### config.mk
export PLATFORM = sky130hd
export DESIGN_NAME = sfs_sequencer
export DESIGN_NICKNAME = d
export VERILOG_FILES = /design/src/sfs_pkg.sv /design/src/sfs_delay_counter.sv /design/src/sfs_status_capture.sv /design/src/sfs_sequencer.sv
export SDC_FILE = /design/constraint.sdc
export NUM_CORES = 1
export LEC_CHECK = 0
export BUFFER_PORTS_ARGS = -buffer_cell sky130_fd_sc_hd__buf_2
export CORE_ASPECT_RATIO = 1.25
export CORE_MARGIN = 2
export CORE_UTILIZATION = 55
export CTS_CLUSTER_SIZE = 8
export DETAILED_ROUTE_END_ITERATION = 10
export MAX_ROUTING_LAYER = met4
export PLACE_DENSITY = 0.84
export SLEW_MARGIN = 15
export SYNTH_ARGS = -nofsm -noshare
export SYNTH_HDL_FRONTEND = slang
export SYNTH_SLANG_ARGS = --single-unit
### constraint.sdc
create_clock -name clk_sys_in -period 4.1 [get_ports clk_sys_in]
set_input_delay 0.615 -clock clk_sys_in [delete_from_list [all_inputs] [get_ports clk_sys_in]]
set_output_delay 0.615 -clock clk_sys_in [all_outputs]
set_load 0.05 [all_outputs]
### src/sfs_pkg.sv
// Package of constants and types for the flash command sequencer
`default_nettype none
package sfs_pkg;
  // ===========================================================
  // Widths
  localparam int ADDR_W = 24;
  localparam int DATA_W = 16;
  localparam int BANK_W = 2;
  localparam int MA_W   = 12;
  localparam int COL_W  = 8;
  localparam int ROW_W  = 12;
  localparam int STAT_W = 8;
  // ===========================================================
  // Bus address field positions
  localparam int COL_LSB  = 0;
  localparam int ROW_LSB  = 8;
  localparam int BANK_LSB = 20;
  localparam int CODE_W   = 8;
  // ===========================================================
  // Command register codes placed on the low address bits
  localparam logic [7:0] CODE_PROGRAM = 8'h40;
  localparam logic [7:0] CODE_STATUS  = 8'h70;
  // ===========================================================
  // Memory commands as {cs_n, ras_n, cas_n, we_n}
  localparam logic [3:0] CMD_NOP    = 4'h7;
  localparam logic [3:0] CMD_LCR    = 4'h0;
  localparam logic [3:0] CMD_ACTIVE = 4'h3;
  localparam logic [3:0] CMD_READ   = 4'h5;
  localparam logic [3:0] CMD_WRITE  = 4'h4;
  localparam logic [3:0] CMD_DESEL  = 4'hF;
  // ===========================================================
  // Timing limits and reset values
  localparam int CNT_W = 3;
  localparam logic [1:0] CL_MIN = 2'h1;
  localparam logic [1:0] CL_MAX = 2'h3;
  localparam logic [CNT_W-1:0] RCD_MIN = 3'h1;
  // ===========================================================
  // Sequencer states, Gray coded from idle through the row-to-column wait
  typedef enum logic [2:0] {
    SFS_IDLE   = 3'b000,
    SFS_LCR    = 3'b001,
    SFS_ACT    = 3'b011,
    SFS_RCD    = 3'b010,
    SFS_CMD    = 3'b110,
    SFS_LAT    = 3'b111,
    SFS_DONE   = 3'b101
  } sfs_state_type;
endpackage : sfs_pkg
`default_nettype wire

### src/sfs_delay_counter.sv
// Down counter that times waits in whole memory clocks
`timescale 1ns/10ps
`default_nettype none
module sfs_delay_counter (
  // Clock and reset
  input  wire logic                      clk_sys_in,
  input  wire logic                      rst_in,
  // Control
  input  wire logic                      load_in,
  input  wire logic [sfs_pkg::CNT_W-1:0] value_in,
  // Status
  output logic                           zero_out
);
  import sfs_pkg::*;
  logic [CNT_W-1:0] count;
  logic [CNT_W-1:0] next_count;

  always_comb begin
    if (load_in) begin
      next_count = value_in;
    end else if (count != '0) begin
      next_count = count - 3'h1;
    end else begin
      next_count = count;
    end
  end

  always_ff @(posedge clk_sys_in) begin
    if (rst_in) begin
      count <= '0;
    end else begin
      count <= next_count;
    end
  end

  assign zero_out = (count == '0);
endmodule : sfs_delay_counter
`default_nettype wire

### src/sfs_status_capture.sv
// Capture of the status byte from the low data lines
`timescale 1ns/10ps
`default_nettype none
module sfs_status_capture (
  // Clock and reset
  input  wire logic                       clk_sys_in,
  input  wire logic                       rst_in,
  // Sample strobe and memory data
  input  wire logic                       sample_in,
  input  wire logic [sfs_pkg::DATA_W-1:0] dq_in,
  // Captured byte
  output logic      [sfs_pkg::STAT_W-1:0] status_out
);
  import sfs_pkg::*;
  logic [STAT_W-1:0] status;
  logic [STAT_W-1:0] next_status;

  always_comb begin
    next_status = sample_in ? dq_in[STAT_W-1:0] : status;
  end

  always_ff @(posedge clk_sys_in) begin
    if (rst_in) begin
      status <= '0;
    end else begin
      status <= next_status;
    end
  end

  assign status_out = status;
endmodule : sfs_status_capture
`default_nettype wire

### src/sfs_sequencer.sv
// Command triplet sequencer for a synchronous flash region
// How it works
// - A bus write into the flash region starts the program triplet instead of a plain write.
// - The program triplet opens with load-command-register and 0x40 on the low eight address bits.
// - During that first program command bank and upper address lines show the target.
// - The second program command is an activate with the target row and the same bank.
// - The third program command is a write with column, bank again and the data word.
// - No burst-terminate ever follows the program write.
// - A bus read into the region starts a status read opened by load-command-register with 0x70.
// - During that first status command bank and upper address lines show the read address.
// - The second status command is an activate with bank and row.
// - The third status command is a read with bank and column.
// - The status byte arrives on the low eight data lines after the CAS latency and is returned.
// - CAS latency of one, two or three clocks is configurable and times the sample.
// - At least the configured row-to-column delay separates activate from read or write.
`timescale 1ns/10ps
`default_nettype none
module sfs_sequencer (
  // Clock and reset
  input  wire logic                       clk_sys_in,
  input  wire logic                       rst_in,
  // Configuration
  input  wire logic [1:0]                 cas_latency_setting_in,
  input  wire logic [sfs_pkg::CNT_W-1:0]  rcd_cycles_in,
  // Bus master request
  input  wire logic                       req_in,
  input  wire logic                       req_write_in,
  input  wire logic [sfs_pkg::ADDR_W-1:0] req_addr_in,
  input  wire logic [sfs_pkg::DATA_W-1:0] req_wdata_in,
  // Bus master answer
  output logic                            busy_out,
  output logic                            done_out,
  output logic      [sfs_pkg::STAT_W-1:0] rdata_out,
  // Memory command bus
  output logic                            cs_n_out,
  output logic                            ras_n_out,
  output logic                            cas_n_out,
  output logic                            we_n_out,
  output logic      [sfs_pkg::BANK_W-1:0] ba_out,
  output logic      [sfs_pkg::MA_W-1:0]   ma_out,
  // Memory data bus
  input  wire logic [sfs_pkg::DATA_W-1:0] dq_in,
  output logic      [sfs_pkg::DATA_W-1:0] dq_out,
  output logic                            dq_oe_out
);
  import sfs_pkg::*;

  // ===========================================================
  // Request latch and state
  sfs_state_type     state;
  sfs_state_type     next_state;
  logic              is_write;
  logic              next_is_write;
  logic [ADDR_W-1:0] addr;
  logic [ADDR_W-1:0] next_addr;
  logic [DATA_W-1:0] wdata;
  logic [DATA_W-1:0] next_wdata;
  logic [1:0]        cl;
  logic [1:0]        next_cl;
  logic [CNT_W-1:0]  rcd;
  logic [CNT_W-1:0]  next_rcd;

  // ===========================================================
  // Registered outputs
  logic [3:0]        cmd;
  logic [3:0]        next_cmd;
  logic [BANK_W-1:0] ba;
  logic [BANK_W-1:0] next_ba;
  logic [MA_W-1:0]   ma;
  logic [MA_W-1:0]   next_ma;
  logic [DATA_W-1:0] dq;
  logic [DATA_W-1:0] next_dq;
  logic              dq_oe;
  logic              next_dq_oe;
  logic              busy;
  logic              next_busy;
  logic              done;
  logic              next_done;

  // ===========================================================
  // Helpers
  logic              cnt_load;
  logic [CNT_W-1:0]  cnt_value;
  logic              cnt_zero;
  logic              sample;
  logic [STAT_W-1:0] status;
  logic [BANK_W-1:0] tgt_bank;
  logic [ROW_W-1:0]  tgt_row;
  logic [COL_W-1:0]  tgt_col;

  assign tgt_bank = addr[BANK_LSB +: BANK_W];
  assign tgt_row  = addr[ROW_LSB +: ROW_W];
  assign tgt_col  = addr[COL_LSB +: COL_W];

  sfs_delay_counter u_delay (
    .clk_sys_in (clk_sys_in),
    .rst_in     (rst_in),
    .load_in    (cnt_load),
    .value_in   (cnt_value),
    .zero_out   (cnt_zero)
  );

  sfs_status_capture u_capture (
    .clk_sys_in (clk_sys_in),
    .rst_in     (rst_in),
    .sample_in  (sample),
    .dq_in      (dq_in),
    .status_out (status)
  );

  // ===========================================================
  // Next-state logic
  // One command per slot; any slot not named here is a NOP
  always_comb begin
    next_state = state;
    next_cmd   = CMD_NOP;
    next_ba    = ba;
    next_ma    = ma;
    cnt_load   = 1'b0;
    cnt_value  = '0;
    sample     = 1'b0;
    unique case (state)
      SFS_IDLE: begin
        if (req_in) begin
          next_state = SFS_LCR;
        end
      end
      SFS_LCR: begin
        next_cmd = CMD_LCR;
        next_ba  = tgt_bank;
        next_ma  = tgt_row;
        if (is_write) begin
          next_ma[CODE_W-1:0] = CODE_PROGRAM;
        end else begin
          next_ma[CODE_W-1:0] = CODE_STATUS;
        end
        next_state = SFS_ACT;
      end
      SFS_ACT: begin
        next_cmd   = CMD_ACTIVE;
        next_ba    = tgt_bank;
        next_ma    = tgt_row;
        // Counter covers the slots beyond the first one after activate
        cnt_load   = 1'b1;
        cnt_value  = rcd - 3'h1;
        next_state = SFS_RCD;
      end
      SFS_RCD: begin
        if (cnt_zero) begin
          next_ba = tgt_bank;
          next_ma = {{(MA_W-COL_W){1'b0}}, tgt_col};
          if (is_write) begin
            next_cmd   = CMD_WRITE;
            // Single write only: no burst-terminate is ever sent
            next_state = SFS_DONE;
          end else begin
            next_cmd   = CMD_READ;
            cnt_load   = 1'b1;
            cnt_value  = {1'b0, cl};
            next_state = SFS_LAT;
          end
        end
      end
      SFS_CMD: begin
        // Spare code off the usual path, leads straight to done
        next_state = SFS_DONE;
      end
      SFS_LAT: begin
        // Read command reaches the pins on the same edge that opens this state
        if (cnt_zero) begin
          sample     = 1'b1;
          next_state = SFS_DONE;
        end
      end
      SFS_DONE: begin
        next_state = SFS_IDLE;
      end
      default: begin
        // Illegal code: back to idle, the handshake recovers there
        next_state = SFS_IDLE;
      end
    endcase
  end

  // ===========================================================
  // Registers
  always_ff @(posedge clk_sys_in) begin
    if (rst_in) begin
      // Deselect while in reset so the memory sees no command
      state <= SFS_IDLE;
      cmd   <= CMD_DESEL;
      ba    <= '0;
      ma    <= '0;
    end else begin
      state <= next_state;
      cmd   <= next_cmd;
      ba    <= next_ba;
      ma    <= next_ma;
    end
  end

  // ===========================================================
  // Request latch, loaded once per transfer
  always_comb begin
    next_is_write = is_write;
    next_addr     = addr;
    next_wdata    = wdata;
    next_cl       = cl;
    next_rcd      = rcd;
    if (state == SFS_IDLE && req_in) begin
      // Latch config per transfer so a change mid-triplet is harmless
      next_is_write = req_write_in;
      next_addr     = req_addr_in;
      next_wdata    = req_wdata_in;
      if (cas_latency_setting_in < CL_MIN) begin
        next_cl = CL_MIN;
      end else begin
        next_cl = cas_latency_setting_in;
      end
      // Zero would wrap the counter load to seven and stretch the delay to eight clocks
      if (rcd_cycles_in < RCD_MIN) begin
        next_rcd = RCD_MIN;
      end else begin
        next_rcd = rcd_cycles_in;
      end
    end
  end

  always_ff @(posedge clk_sys_in) begin
    if (rst_in) begin
      is_write <= 1'b0;
      addr     <= '0;
      wdata    <= '0;
      cl       <= CL_MAX;
      rcd      <= RCD_MIN;
    end else begin
      is_write <= next_is_write;
      addr     <= next_addr;
      wdata    <= next_wdata;
      cl       <= next_cl;
      rcd      <= next_rcd;
    end
  end

  // ===========================================================
  // Bus master handshake
  always_comb begin
    next_busy = busy;
    next_done = 1'b0;
    if (state == SFS_IDLE) begin
      // Busy rises on the edge that takes the request
      next_busy = req_in;
    end else if (state == SFS_DONE) begin
      // Status byte is already settled when done pulses
      next_busy = 1'b0;
      next_done = 1'b1;
    end
  end

  always_ff @(posedge clk_sys_in) begin
    if (rst_in) begin
      busy <= 1'b0;
      done <= 1'b0;
    end else begin
      busy <= next_busy;
      done <= next_done;
    end
  end

  // ===========================================================
  // Memory data lines
  always_comb begin
    next_dq    = dq;
    next_dq_oe = 1'b0;
    // Driven only in the write slot, so never against read data
    if (state == SFS_RCD && cnt_zero && is_write) begin
      next_dq    = wdata;
      next_dq_oe = 1'b1;
    end
  end

  always_ff @(posedge clk_sys_in) begin
    if (rst_in) begin
      dq    <= '0;
      dq_oe <= 1'b0;
    end else begin
      dq    <= next_dq;
      dq_oe <= next_dq_oe;
    end
  end

  assign cs_n_out  = cmd[3];
  assign ras_n_out = cmd[2];
  assign cas_n_out = cmd[1];
  assign we_n_out  = cmd[0];
  assign ba_out    = ba;
  assign ma_out    = ma;
  assign dq_out    = dq;
  assign dq_oe_out = dq_oe;
  assign busy_out  = busy;
  assign done_out  = done;
  assign rdata_out = status;
endmodule : sfs_sequencer
`default_nettype wire

==> metrics <==
HPWL after DPL=5788 um; vias per std cell=5.496; Lkg Pwr=1.803 nW; Synth area leaders=dfxtp_1 (49%), a21oi_1 (10%), nand2_1 (8.6%); Rows=34; worst-case vdd ir drop=299.8 uV; Ports=110; nets@finish=596; max-cap violations=0; CP Max Fanout=28; drt first pass iters=6; Hold Fails Final Rpt=0; cts repair resizes=0; DRT Wirelength=8737 um; Die Height=97.70 um; count of final setup violators=0; EDFF count, synth=0; Mapped Area=3862 um^2; Reg2Reg Setup Slack=1810 ps; worst path cell trace=or4b_1 -> buf_4 -> nor3b_2 -> o21bai_1; cells after synthesis=454; grt ovf=0; GRT Util Overall=23.74%; Critical Path AT=2540 ps; clock sink count=95; top-count cell post-synth=dfxtp_1; CTS tree=yes; Most used DFF post-synth=dfxtp_1; Non-Filler Instances=623; Power Dens Cells=531.8 nW/um^2; Seq/Total Area, Yosys=49.24%; area of the die=7714 um^2; HP Class=register to register; Cells after DPL=607; FMAX=0.4362 GHz; Tmin final=2293 ps; crit share post-route=55.92%; syn_area_per_cell=8.508 um^2; ANT nets after route=0; Net Count, Synth=522; clk_lat worst skew=360 ps; global-route wire length before repair=14,230 um; DRC viols=0; status=complete, no violations; post-CTS setup buffer count=0; Synth Register Bits=95; Post-synth ARST share=0%; Starting Density=56.05%; CP Class=register to register; IO buf count=99; yosys warns=0; Slew @ Worst Pin=1012 ps; # hold bufs at CTS=0; vias in the first global route=3,248; Synth top cells by count=dfxtp_1 (95), nand2_1 (89), a21oi_1 (80); DR WL/cell=14.02 um; Final Util=64.63%; total CTS buffers=9; setup_tns=0 ps; unrepaired setup endpoints after global routing=false; Worst-path clk slew=90 ps; share of cells above drive strength 1=24.58%; die width=78.96 um; antenna cells=0; Max clock buf depth=2; H-tree Lvls=3; P&R area growth vs syn=15.32%; Crit. End Element=register; GP Congestion=0.8070; Slowest cell on crit path=or4b_1; share of the synthesized area in the top cell type=49.24%; antenna violations before repair=0; Core ar.=6892 um^2; Slew Viols, Final=0; Rel. slew slack=32.56%; largest net degree at the start of global routing=62; critical path startpoint category=register; Clock Skew=11.44 ps; vias post-DR=3,424; Root Buffer Master=clkbuf_8; slowest stage delay, CP=960 ps; count of cell types in the netlist=48; drt initial violations=234; WP data required=4340 ps; post-synth top area cell=dfxtp_1
flip-flops by register name, summed over array words and instances (netlist names):
signal and cells:
busy_out 1, is_write 1, state 3, cl 2, u_delay.count 3, addr 22
rcd 3, u_capture.status_out 8, cmd 4, wdata 16, dq_out 16, ma_out 12
done_out 1, dq_oe_out 1, ba_out 2
report_power, final:
part           switching [mW]  total (mW)  internal, mW
clock network           0.323       0.549         0.226
logic                   0.471       0.698         0.228
registers              0.0898        1.12          1.03
worst paths after layout:
path,startpoint,endpoint,cells past startpoint
worst max-delay path,state[2],cl[0],4
worst min-delay path,addr[7],addr[7],2
worst max register to register,state[2],cl[0],4
worst min register to register,addr[7],addr[7],2
layout by cell type, fill, tap and decap left out, drive strengths merged, types with 2 or more instances in the layout:
cell,Yosys,final
nor2b,5,5
nand3b,9,9
ha,3,3
nor3,3,3
a21o,2,2
a21oi,80,80
nor2,5,5
mux2i,3,3
inv,7,9
nand3,35,35
mux2,7,7
o21ai,30,30
nand2b,5,5
a211oi,2,2
buf,20,103
o211ai,5,5
nand2,89,89
dfxtp,95,95
o31ai,2,2
clkbuf,20,11
or3b,3,3
clkinvlp,0,2
o22ai,2,2
nor3b,4,4
metrics by stage:
| step | total power, mW | hold WS, ps | setup WS, ps | area, um^2 |
|---|---|---|---|---|
| after floorplan | 1.706 | 432.9 | 2533 | 3862 |
| after global placement | 1.814 | 438.8 | 1827 | 4282 |
| after detailed placement | 1.837 | 446.5 | 1821 | 4282 |
| after CTS | 2.380 | 459.4 | 1794 | 4454 |
| after global routing | 2.503 | 477.8 | 1628 | 4454 |
| final | 2.369 | 457.8 | 1807 | 4454 |
layout make-up:
class	count	area, um^2
well taps	90	112.6
clock buffers	11	131.4
multi-input cells	312	1715
flip-flops and latches	95	1902
fillers	652	2437
repair buffers	103	525.5
inverters	7	26.28
clock inverters	5	41.29
layer usage:
layer	part of all wire (%)	track usage, %	wire [um]	vias to the layer above
met1	41	26.44	3582	1621
li1	-	-	-	1724
met2	54	43.20	4707	68
met3	3.5	2.230	306	11
met4	1.6	9.151	141	0
met5	0	-	0	-
worst max-delay path, delay by kind of cell (launching register included):
kind                   cells  cell delay (ps)
and+or+nand+nor            2             1150
AOI/OAI and AO/OA          1               70
DFF                        1              590
buffers and inverters      1              370
cells by family (layout without fill, tap and decap cells):
group / count (synthesis) / in the layout / synth area share, %
compound gates: 130 / 130 / 18.30
xor+xnor: 1 / 1 / 0.2268
fa+ha+maj: 3 / 3 / 0.9719
buf+inv: 47 / 126 / 6.349
flops: 95 / 95 / 49.24
mux: 10 / 10 / 2.818
simple gates: 168 / 168 / 22.09
Power figures use the tool's default switching activity.
